$ cat config.mk
export PLATFORM = sky130hd
export DESIGN_NAME = ladder_boolean_block_evaluator
export DESIGN_NICKNAME = d
export VERILOG_FILES = /design/src/ladder_pkg.sv /design/src/ladder_decoder.sv /design/src/condition_stack.sv /design/src/ladder_boolean_block_evaluator.sv
export SDC_FILE = /design/constraint.sdc
export NUM_CORES = 1
export LEC_CHECK = 0
export BUFFER_PORTS_ARGS = -buffer_cell sky130_fd_sc_hd__buf_2
export CAP_MARGIN = 10
export CORE_UTILIZATION = 30
export CTS_BUF_LIST = sky130_fd_sc_hd__clkbuf_4 sky130_fd_sc_hd__clkbuf_8 sky130_fd_sc_hd__clkbuf_16
export DETAILED_ROUTE_END_ITERATION = 7
export HOLD_SLACK_MARGIN = 0.08
export PLACE_DENSITY_LB_ADDON = 0.08
export SLEW_MARGIN = 5
export SYNTH_ARGS = -nofsm -noshare
export SYNTH_HDL_FRONTEND = slang
export SYNTH_SLANG_ARGS = --single-unit
$ cat constraint.sdc
create_clock -name clk -period 3.6 [get_ports clk]
set_clock_uncertainty 0.15 [all_clocks]
set_input_delay 0.36 -clock clk [delete_from_list [all_inputs] [get_ports clk]]
set_output_delay 0.36 -clock clk [all_outputs]
set_load 0.01 [all_outputs]
$ cat src/ladder_pkg.sv
// shared constants and types of the ladder boolean block evaluator
`default_nettype none

package ladder_pkg;

  // ****************************************
  // sizes
  // ****************************************
  localparam int PA_W = 10;
  localparam int OPR_W = 12;
  localparam int STACK_DEPTH = 7;
  localparam int DEPTH_W = 3;
  localparam logic [PA_W-1:0] FIRST_ADDR = 10'h000;
  localparam logic [PA_W-1:0] LAST_ADDR = 10'h3FF;
  localparam logic [PA_W-1:0] ADDR_STEP = 10'h001;
  localparam logic [DEPTH_W-1:0] DEPTH_EMPTY = 3'h0;
  localparam logic [DEPTH_W-1:0] DEPTH_FULL = 3'h7;
  localparam logic [DEPTH_W-1:0] DEPTH_STEP = 3'h1;

  // ****************************************
  // instruction word
  // ****************************************
  typedef enum logic [3:0] {
    NO_OPERATION = 4'h0,
    LOAD_CONDITION_PUSH = 4'h1,
    LOAD_INVERTED_CONDITION_PUSH = 4'h2,
    SERIES_CONDITION = 4'h3,
    SERIES_INVERTED_CONDITION = 4'h4,
    PARALLEL_CONDITION = 4'h5,
    PARALLEL_INVERTED_CONDITION = 4'h6,
    BLOCK_CONJUNCTION_COMBINE = 4'h7,
    BLOCK_DISJUNCTION_COMBINE = 4'h8,
    DRIVE_BIT = 4'h9,
    DRIVE_BIT_INVERTED = 4'hA,
    PROGRAM_END = 4'hF
  } opcode_t;

  typedef struct packed {
    opcode_t op;
    logic [OPR_W-1:0] operand;
  } instr_t;

  // decoded controls of one instruction
  typedef struct packed {
    logic load;
    logic chain_and;
    logic chain_or;
    logic invert;
    logic blk_and;
    logic blk_or;
    logic drive;
    logic finish;
  } ctrl_t;

  // write of one bit of the io_relay_area
  typedef struct packed {
    logic we;
    logic [OPR_W-1:0] addr;
    logic value;
  } bit_write_t;

  typedef struct packed {
    logic underflow;
    logic overflow;
  } prog_err_t;

  localparam ctrl_t CTRL_IDLE = '0;
  localparam bit_write_t BIT_WRITE_IDLE = '0;
  localparam prog_err_t PROG_ERR_NONE = '0;

endpackage

`default_nettype wire

$ cat src/ladder_decoder.sv
// decoder from instruction word to evaluator controls
`default_nettype none

module ladder_decoder (
  input wire ladder_pkg::opcode_t op,
  output ladder_pkg::ctrl_t ctrl
);

  always_comb begin
    ctrl = ladder_pkg::CTRL_IDLE;
    unique case (op)
      ladder_pkg::LOAD_CONDITION_PUSH: begin
        ctrl.load = 1'b1;
      end
      ladder_pkg::LOAD_INVERTED_CONDITION_PUSH: begin
        ctrl.load = 1'b1;
        ctrl.invert = 1'b1;
      end
      ladder_pkg::SERIES_CONDITION: begin
        ctrl.chain_and = 1'b1;
      end
      ladder_pkg::SERIES_INVERTED_CONDITION: begin
        ctrl.chain_and = 1'b1;
        ctrl.invert = 1'b1;
      end
      ladder_pkg::PARALLEL_CONDITION: begin
        ctrl.chain_or = 1'b1;
      end
      ladder_pkg::PARALLEL_INVERTED_CONDITION: begin
        ctrl.chain_or = 1'b1;
        ctrl.invert = 1'b1;
      end
      // combines carry no operand
      ladder_pkg::BLOCK_CONJUNCTION_COMBINE: begin
        ctrl.blk_and = 1'b1;
      end
      ladder_pkg::BLOCK_DISJUNCTION_COMBINE: begin
        ctrl.blk_or = 1'b1;
      end
      // one word each, operand bit in the same word
      ladder_pkg::DRIVE_BIT: begin
        ctrl.drive = 1'b1;
      end
      ladder_pkg::DRIVE_BIT_INVERTED: begin
        ctrl.drive = 1'b1;
        ctrl.invert = 1'b1;
      end
      ladder_pkg::PROGRAM_END: begin
        ctrl.finish = 1'b1;
      end
      // unused codes execute as no operation
      default: begin
        ctrl = ladder_pkg::CTRL_IDLE;
      end
    endcase
  end

endmodule

`default_nettype wire

$ cat src/condition_stack.sv
// last-in-first-out store of saved execution conditions
`default_nettype none

module condition_stack (
  input wire logic clk,
  input wire logic arst_n,
  input wire logic ce,
  input wire logic clear,
  input wire logic push,
  input wire logic pop,
  input wire logic push_bit,
  output logic top_bit,
  output logic [ladder_pkg::DEPTH_W-1:0] depth
);

  logic [ladder_pkg::STACK_DEPTH-1:0] mem_ff;
  logic [ladder_pkg::STACK_DEPTH-1:0] nxt_mem;
  logic [ladder_pkg::DEPTH_W-1:0] depth_ff;
  logic [ladder_pkg::DEPTH_W-1:0] nxt_depth;
  logic [ladder_pkg::DEPTH_W-1:0] top_idx;
  logic do_push;
  logic do_pop;

  // a push into a full store is dropped; the evaluator flags it
  assign do_push = push && !clear && (depth_ff != ladder_pkg::DEPTH_FULL);
  assign do_pop = pop && !clear && (depth_ff != ladder_pkg::DEPTH_EMPTY);
  assign top_idx = depth_ff - ladder_pkg::DEPTH_STEP;

  // newest entry sits just below the depth count
  assign top_bit = (depth_ff == ladder_pkg::DEPTH_EMPTY) ? 1'b0 :
                   mem_ff[top_idx];
  assign depth = depth_ff;

  genvar gi;
  generate
    for (gi = 0; gi < ladder_pkg::STACK_DEPTH; gi++) begin : g_entry
      always_comb begin
        nxt_mem[gi] = mem_ff[gi];
        if (do_push && (depth_ff == gi[ladder_pkg::DEPTH_W-1:0])) begin
          nxt_mem[gi] = push_bit;
        end
      end
    end
  endgenerate

  always_comb begin
    nxt_depth = depth_ff;
    if (clear) begin
      nxt_depth = ladder_pkg::DEPTH_EMPTY;
    end else if (do_push) begin
      nxt_depth = depth_ff + ladder_pkg::DEPTH_STEP;
    end else if (do_pop) begin
      nxt_depth = depth_ff - ladder_pkg::DEPTH_STEP;
    end
  end

  always_ff @(posedge clk or negedge arst_n) begin
    if (!arst_n) begin
      mem_ff <= '0;
      depth_ff <= ladder_pkg::DEPTH_EMPTY;
    end else if (ce) begin
      mem_ff <= nxt_mem;
      depth_ff <= nxt_depth;
    end
  end

endmodule

`default_nettype wire

$ cat src/ladder_boolean_block_evaluator.sv
// boolean execution unit: scan control, condition logic, bit outputs
`default_nettype none

module ladder_boolean_block_evaluator (
  input wire logic clk,
  input wire logic arst_n,
  input wire logic ce,
  input wire logic reload,
  output logic [ladder_pkg::PA_W-1:0] fetch_addr,
  input wire ladder_pkg::instr_t instr,
  output logic [ladder_pkg::OPR_W-1:0] operand_addr,
  input wire logic operand_value,
  output ladder_pkg::bit_write_t bit_write,
  output logic exec_cond,
  output logic scan_start,
  output logic running,
  output logic no_end,
  output ladder_pkg::prog_err_t prog_err,
  output logic [ladder_pkg::DEPTH_W-1:0] stack_depth
);

  // ****************************************
  // state
  // ****************************************
  typedef enum logic [1:0] {
    SEARCH,
    EXECUTE,
    HALTED
  } scan_state_t;

  scan_state_t state_ff;
  scan_state_t nxt_state;
  logic [ladder_pkg::PA_W-1:0] fetch_ff;
  logic [ladder_pkg::PA_W-1:0] nxt_fetch;
  logic cond_ff;
  logic nxt_cond;
  logic line_open_ff;
  logic nxt_line_open;
  logic scan_start_ff;
  logic nxt_scan_start;
  logic no_end_ff;
  logic nxt_no_end;
  ladder_pkg::bit_write_t bit_write_ff;
  ladder_pkg::bit_write_t nxt_bit_write;
  ladder_pkg::prog_err_t err_ff;
  ladder_pkg::prog_err_t nxt_err;
  logic running_ff;
  logic nxt_running;

  // ****************************************
  // decode and condition store
  // ****************************************
  ladder_pkg::ctrl_t ctrl;
  logic opnd_bit;
  logic stk_clear;
  logic stk_push;
  logic stk_pop;
  logic stk_top;
  logic [ladder_pkg::DEPTH_W-1:0] stk_depth;
  logic stk_empty;
  logic stk_full;
  logic executing;
  logic is_combine;
  logic combine_on_empty;
  logic push_on_full;

  ladder_decoder u_decoder (
    .op(instr.op),
    .ctrl(ctrl)
  );

  // only the running condition is ever saved, never an operand
  condition_stack u_stack (
    .clk(clk),
    .arst_n(arst_n),
    .ce(ce),
    .clear(stk_clear),
    .push(stk_push),
    .pop(stk_pop),
    .push_bit(cond_ff),
    .top_bit(stk_top),
    .depth(stk_depth)
  );

  // reload wins over execution in its own cycle
  assign executing = (state_ff == EXECUTE) && !reload;
  assign stk_empty = (stk_depth == ladder_pkg::DEPTH_EMPTY);
  assign stk_full = (stk_depth == ladder_pkg::DEPTH_FULL);
  assign is_combine = ctrl.blk_and || ctrl.blk_or;

  // operand bit is read back in the same cycle from the bit memory
  assign operand_addr = instr.operand;
  // inverted loads and chains fold into one xor on the operand bit
  assign opnd_bit = operand_value ^ ctrl.invert;

  // a load pushes only once a condition already stands on the line
  assign stk_push = executing && ctrl.load && line_open_ff;
  assign stk_pop = executing && (ctrl.blk_and || ctrl.blk_or) &&
                   !stk_empty;
  // store emptied on reload and at each new scan
  assign stk_clear = reload || (executing && ctrl.finish);

  // a combine with nothing saved, or a push past the last free entry
  assign combine_on_empty = is_combine && stk_empty;
  assign push_on_full = ctrl.load && line_open_ff && stk_full;

  // ****************************************
  // scan sequencing
  // ****************************************
  always_comb begin
    nxt_state = state_ff;
    nxt_fetch = fetch_ff;
    nxt_scan_start = 1'b0;
    nxt_no_end = no_end_ff;
    // the program store may have changed, so the search starts over
    if (reload) begin
      nxt_state = SEARCH;
      nxt_fetch = ladder_pkg::FIRST_ADDR;
      nxt_no_end = 1'b0;
    end else begin
      unique case (state_ff)
        // walk the store up to the first end word before running
        SEARCH: begin
          // an end word at the last address still wins over the halt
          if (ctrl.finish) begin
            nxt_state = EXECUTE;
            nxt_fetch = ladder_pkg::FIRST_ADDR;
            nxt_scan_start = 1'b1;
          end else if (fetch_ff == ladder_pkg::LAST_ADDR) begin
            nxt_state = HALTED;
            nxt_no_end = 1'b1;
          end else begin
            nxt_fetch = fetch_ff + ladder_pkg::ADDR_STEP;
          end
        end
        EXECUTE: begin
          // end taken whatever the condition; words after it never run
          if (ctrl.finish) begin
            nxt_fetch = ladder_pkg::FIRST_ADDR;
            nxt_scan_start = 1'b1;
          end else begin
            nxt_fetch = fetch_ff + ladder_pkg::ADDR_STEP;
          end
        end
        HALTED: begin
          nxt_state = HALTED;
        end
        // the unused state code falls back to a fresh search
        default: begin
          nxt_state = SEARCH;
          nxt_fetch = ladder_pkg::FIRST_ADDR;
        end
      endcase
    end
    // registered so the status pin never glitches on a state change
    nxt_running = (nxt_state == EXECUTE);
  end

  always_ff @(posedge clk or negedge arst_n) begin
    if (!arst_n) begin
      state_ff <= SEARCH;
      fetch_ff <= ladder_pkg::FIRST_ADDR;
      scan_start_ff <= 1'b0;
      no_end_ff <= 1'b0;
      running_ff <= 1'b0;
    end else if (ce) begin
      state_ff <= nxt_state;
      fetch_ff <= nxt_fetch;
      scan_start_ff <= nxt_scan_start;
      no_end_ff <= nxt_no_end;
      running_ff <= nxt_running;
    end
  end

  // ****************************************
  // execution condition
  // ****************************************
  // the condition is not cleared at scan start: the first load of each
  // scan sets it, so a program that drives before any load sees the
  // condition left by the previous scan
  always_comb begin
    nxt_cond = cond_ff;
    nxt_line_open = line_open_ff;
    if (reload) begin
      nxt_cond = 1'b0;
      nxt_line_open = 1'b0;
    end else if (executing) begin
      if (ctrl.load) begin
        nxt_cond = opnd_bit;
        nxt_line_open = 1'b1;
      end else if (ctrl.chain_and) begin
        nxt_cond = cond_ff & opnd_bit;
        nxt_line_open = 1'b1;
      end else if (ctrl.chain_or) begin
        nxt_cond = cond_ff | opnd_bit;
        nxt_line_open = 1'b1;
      end else if (ctrl.blk_and) begin
        // an empty store leaves the condition as it was
        if (!stk_empty) begin
          nxt_cond = cond_ff & stk_top;
        end
      end else if (ctrl.blk_or) begin
        if (!stk_empty) begin
          nxt_cond = cond_ff | stk_top;
        end
      end else if (ctrl.drive || ctrl.finish) begin
        // next load opens a fresh line; the condition stays for
        // further outputs sharing it
        nxt_line_open = 1'b0;
      end
    end
  end

  always_ff @(posedge clk or negedge arst_n) begin
    if (!arst_n) begin
      cond_ff <= 1'b0;
      line_open_ff <= 1'b0;
    end else if (ce) begin
      cond_ff <= nxt_cond;
      line_open_ff <= nxt_line_open;
    end
  end

  // ****************************************
  // bit outputs
  // ****************************************
  always_comb begin
    nxt_bit_write = ladder_pkg::BIT_WRITE_IDLE;
    if (executing && ctrl.drive) begin
      nxt_bit_write.we = 1'b1;
      nxt_bit_write.addr = instr.operand;
      nxt_bit_write.value = cond_ff ^ ctrl.invert;
    end
  end

  always_ff @(posedge clk or negedge arst_n) begin
    if (!arst_n) begin
      bit_write_ff <= ladder_pkg::BIT_WRITE_IDLE;
    end else if (ce) begin
      bit_write_ff <= nxt_bit_write;
    end
  end

  // ****************************************
  // error flags
  // ****************************************
  // errors never stop the scan: the combine is skipped or the push
  // dropped, and the program runs on
  // sticky until reload; a new error in the reload cycle still lands
  always_comb begin
    nxt_err = reload ? ladder_pkg::PROG_ERR_NONE : err_ff;
    if (state_ff == EXECUTE) begin
      if (combine_on_empty) begin
        nxt_err.underflow = 1'b1;
      end
      if (push_on_full) begin
        nxt_err.overflow = 1'b1;
      end
    end
  end

  always_ff @(posedge clk or negedge arst_n) begin
    if (!arst_n) begin
      err_ff <= ladder_pkg::PROG_ERR_NONE;
    end else if (ce) begin
      err_ff <= nxt_err;
    end
  end

  // ****************************************
  // outputs
  // ****************************************
  assign fetch_addr = fetch_ff;
  assign bit_write = bit_write_ff;
  assign exec_cond = cond_ff;
  assign scan_start = scan_start_ff;
  assign running = running_ff;
  assign no_end = no_end_ff;
  assign prog_err = err_ff;
  assign stack_depth = stk_depth;

endmodule

`default_nettype wire

# ---- Word level (Yosys, flattened, before mapping)
# Cells that the tools add are included.
dict set report word_totals {
  wordCells 165
  out_inout_bits 45
  register_bits 43
  inputBits 21
}
dict set report op_classes {
  add_sub_neg 3
  magnitude_cmp 1
  bitwise 6
  mux 52
  reduce_logical 54
  n_eq_ne 29
}
# cell count
set ops {}
lappend ops {{$mux W10} 4}
lappend ops {{$mux W1} 36}
lappend ops {{$pmux W10 S3} 1}
lappend ops {{$logic_and A1 B1 Y1} 21}
lappend ops {{$eq A4 B3 Y1 const B} 4}
lappend ops {{$eq A4 B4 Y1 const B} 4}
lappend ops {{$reduce_and A2 Y1} 8}
lappend ops {{$mux W14} 1}
lappend ops {{$eq A3 B3 Y1 const B} 4}
lappend ops {{$add A10 B1 Y10 const B} 1}
lappend ops {{$eq A10 B10 Y1 const B} 1}
lappend ops {{$mux W2} 5}
lappend ops {{$ne A5 B2 Y1 const B} 2}
lappend ops {{$reduce_or A2 Y1} 5}
lappend ops {{$mux W3} 3}
lappend ops {{$eq A4 B2 Y1 const B} 2}
lappend ops {{$reduce_and A4 Y1} 2}
lappend ops {{$eq A3 B2 Y1 const B} 2}
lappend ops {{$pmux W2 S3} 1}
lappend ops {{$reduce_bool A2 Y1} 3}
lappend ops {{$reduce_bool A3 Y1} 2}
lappend ops {{$reduce_bool A6 Y1} 1}
lappend ops {{$ne A5 B5 Y1 const B} 1}
lappend ops {{$reduce_and A5 Y1} 1}
lappend ops {{21 further kinds} 30}

# ---- Logic depth before layout (Yosys ltp)
dict set report logic_depth {
  depth_word 13
  ltp_mapped 8
}

# ---- Cells and area by module
# From an unflattened synthesis, not the netlist that was laid out.
dict set report hier_totals {
  cells_unflattened 247
  hier_area_um2 2476.1
}
# mod area_per_inst_um2 seq_area_each_um2 instances cells_per_inst
set by_module_without_submodules {}
lappend by_module_without_submodules {ladder_boolean_block_evaluator 1709.1 825.8 1 167}
lappend by_module_without_submodules {condition_stack 683.2 250.2 1 65}
lappend by_module_without_submodules {ladder_decoder 83.8 0.0 1 15}

# ---- Worst setup path after synthesis
# No wires, ideal clock.
dict set report synth_timing {
  path_kind {flip-flop to flip-flop}
  startpoint {register fetch_ff (netlist bit fetch_addr[0])}
  endpoint {register fetch_ff (netlist bit fetch_addr[4])}
  required_time_ns 3.354
  path_buffers 2
  arrival_time_ns 1.890
  slack_ns 1.464
  stages_incl_launch_ff 9
  setup_time_ns 0.096
  cell_sequence {dfrtp_1 -> ha_1 -> nand3_1 -> or4_1 -> buf_2 -> o311ai_4 -> buf_6 -> o21ai_1 -> o31ai_1}
}
dict set report synth_between {
  elab_chain_len 5
}
# element line_no
set synth_rtl {}
lappend synth_rtl {{from (decl)} ladder_boolean_block_evaluator.sv:33} ;# logic [ladder_pkg::PA_W-1:0] fetch_ff;
lappend synth_rtl {{from (signal assigned)} ladder_boolean_block_evaluator.sv:162} ;# fetch_ff <= ladder_pkg::FIRST_ADDR;
lappend synth_rtl {{from (signal assigned)} ladder_boolean_block_evaluator.sv:168} ;# fetch_ff <= nxt_fetch;
lappend synth_rtl {{$add A10 B1 Y10} {ladder_boolean_block_evaluator.sv:133, ladder_boolean_block_evaluator.sv:142}}
lappend synth_rtl {{$mux W10} ladder_boolean_block_evaluator.sv:129} ;# end else if (fetch_ff == ladder_pkg::LAST_ADDR) begin
lappend synth_rtl {{$mux W10} ladder_boolean_block_evaluator.sv:125} ;# if (ctrl.finish) begin
lappend synth_rtl {{$pmux W10 S3} ladder_boolean_block_evaluator.sv:121} ;# unique case (state_ff)
lappend synth_rtl {{$mux W10} ladder_boolean_block_evaluator.sv:116} ;# if (reload) begin
# Several ways; a longest one is shown, not always the timed one. The select of a mux whose other input is x is not followed.
# A chain may end at the register's enable or synchronous reset.

# ---- Worst setup path in the final report
dict set report layout_timing {
  startpoint {register fetch_ff (netlist bit fetch_addr[0])}
  endpoint {register fetch_ff (netlist bit fetch_addr[2])}
}
# Same word-level chain as after synthesis.

==> impl_results.md <==
* Syn Nets at 277
* H-tree Lvls at 2
* Worst Hold Class: in -> async
* PortBufs at 65
* Total track usage at 14.2%
* Largest net degree at the start of global routing at 44
* Fin nets at 326
* Cell Rows at 32
* Leakage at 1.42 nW
* Maxcap violations at 0
* Peak supply drop at 0.000204 V
* Top Ports at 66
* Sequential area share after synthesis at 43.9%
* Synth async-reset ratio at 100%
* Core Region at 7810 um2
* RSZ-0062 raised after global routing: false
* Layout Utilization at 36.6%
* Die height at 92.3 um
* Wl on met1 at 2950 um
* EDFF count, synth at 0
* # Post-CTS Setup Buffers at 0
* GRT overflow at 0
* Fin crit share at 68.3%
* Post-synth top flop: dfrtp_1
* Clk Latency, worst-skew pair at 0.30 ns
* DRC Markers at 0
* Via count at 1995
* Cell Area, Synth at 2450 um2
* Kind of critical path: reg -> reg
* Syn-to-layout area delta at 16.7%
* CP arrival at 2.53 ns
* Sink Count at 43
* Hold Fails Final Rpt at 0
* Met2 wire length at 2600 um
* Worst-margin pin slew at 0.982 ns
* Die width at 92.3 um
* Root buf cell: clkbuf_8
* Status: finished clean
* Highest metal used: met4
* Type of origin of the critical path: flip-flop
* Synthesized area per cell at 9.87 um2
* WL met3 at 184 um
* Drt total wl at 5780 um
* Critical path peak fanout at 12
* Most frequent cells in the layout: buf_2, dfrtp_1, o21ai_0
* Starting Density at 31.4%
* Cell count after synthesis at 248
* Final setup TNS at 0 ns
* Slew Limit Headroom at 34.6%
* Initial antenna violation count at 0
* First-pass GRT wire length at 9630 um
* GP Congestion at 0.750
* Routed wire per std cell at 14.5 um
* Antenna viol nets, final at 0
* Post-synthesis cell type count at 50
* Most common cell after layout, fill and taps aside: buf_2
* # diodes at 0
* Vias in the first global route at 1888
* Post-CTS Hold Fix Bufs at 0
* Drt via density at 4.99
* DRT iter0 DRCs at 50
* Die ar. at 8530 um2
* Max-slew violations at 0
* Yosys reg bits at 43
* Finish-stage setup viols at 0
* TritonCTS Buffers at 5
* Ratio of cells with drive above 1 in the final layout at 30.2%
* Post-CTS Resized at 0
* Yosys warns at 0
* Crit path time final at 2.46 ns
* Power Density at 356 nW/um2
* Max Clk Rate at 407 MHz
* CTS tree: built
* Final HPWL DP at 4080 um
* Clock Pin Slew Worst Setup and Hold Paths at 0.09 ns
* Nature of the critical path endpoint: flip-flop
* TritonRoute pass-1 iters at 4
* Deepest clock path buffer count at 2
* Req. time, crit path at 3.68 ns
## stage by stage
stage	instance area [um2]	setup WS, ns	power [W]	std cells	hold WS [ns]
6_report	2860	1.14	0.00102	400	0.0633
5_1_grt	2860	0.953	0.00108	400	0.125
4_1_cts	2860	1.16	0.00104	400	0.0989
3_5_place_dp	2770	1.15	0.000708	392	0.309
3_3_place_gp	2770	1.14	0.000708	392	0.305
2_1_floorplan	2450	1.46	0.000647	248	-0.0856
## registers in the layout (all words and copies together), names as in the netlist
name            cells
running             1
line_open_ff        1
state_ff            2
fetch_addr         10
scan_start          1
exec_cond           1
u_stack.depth       3
no_end              1
bit_write          14
prog_err            2
u_stack.mem_ff      7
## cell families after synthesis
logic type / count (synthesis) / share of synthesized area, %
xor gates and xnor gates: 3 / 1.07
buffers and inverters: 36 / 7.87
DFF: 43 / 43.9
adders and majority gates: 8 / 4.09
AOI/OAI and AO/OA: 70 / 20.2
and+or+nand+nor: 77 / 17.4
muxes: 11 / 5.37
## worst max-delay path, stage by stage, from the launching register on
cell and delay, ns:
dfrtp_1 0.41, ha_1 0.21, nand3_1 0.13, or4_1 0.66, o311ai_4 0.55, o21ai_0 0.17, o21ai_0 0.10
## final timing paths
| check | start | endpoint | slack (ns) | depth (start not counted) |
|---|---|---|---|---|
| worst max-delay path | fetch_addr[0]$_DFFE_PN0P_ | fetch_addr[2]$_DFFE_PN0P_ | 1.14 | 6 |
| worst min-delay path | arst_n | fetch_addr[8]$_DFFE_PN0P_ | 0.06 | 1 |
| worst max register to register | fetch_addr[0]$_DFFE_PN0P_ | fetch_addr[2]$_DFFE_PN0P_ | 1.14 | 6 |
| worst min register to register | line_open_ff$_DFFE_PN0P_ | line_open_ff$_DFFE_PN0P_ | 0.33 | 1 |
| max in group asynchronous | arst_n | u_stack.mem_ff[5]$_DFFE_PN0P_ | 2.64 | 1 |
| min in group clk | instr[9] | bit_write[10]$_DFFE_PN0P_ | 0.13 | 2 |
## final cells by class
type,count,area (um2)
fill,832,4950
multi-input combinational,169,1180
sequential,43,1080
timing repair buffer,67,340
tap,102,128
clock buffer,5,68.8
inverter,11,41.3
clock inverter,3,23.8
## routing by layer
layer | vias up | global-route usage, %
li1 | 992 | -
met1 | 957 | 20.2
met2 | 42 | 22.0
met3 | 4 | 2.55
met4 | 0 | 4.30
met5 | - | 0
## Yosys cell counts (2+ instances only)
cell      number  area [um2]
mux2i_1        3        30.0
o21ai_1        6        30.0
nor2b_1        4        25.0
ha_1           8         100
nor2_1        13        48.8
and2_1         3        18.8
xnor2_1        2        17.5
and4b_1        2        20.0
dfrtp_1       43        1080
a211oi_1       2        15.0
o31ai_1        5        37.5
and3_1         5        31.3
or4_1          3        22.5
inv_1         11        41.3
nor3_1         4        20.0
nand2b_1       2        12.5
or3b_2         2        17.5
clkbuf_1       7        26.3
buf_2          4        20.0
a22o_1        14         123
buf_4         12        90.1
nand4_1        4        25.0
nand3b_1       2        15.0
o21a_1         2        15.0
nand3_1        9        45.0
a21oi_1        5        25.0
nand2_1       17        63.8
o21ai_0       18        90.1
mux2_2         7        78.8
o21ai_2        3        26.3
a21o_1         2        15.0
a31oi_1        4        25.0
o211ai_1       3        22.5
## power by group
group	internal (W)	total (W)	switching, W
logic	0.0000682	0.000181	0.000113
registers	0.000494	0.000513	0.0000187
clock network	0.000139	0.000322	0.000183
Power figures use the tool's default switching activity.
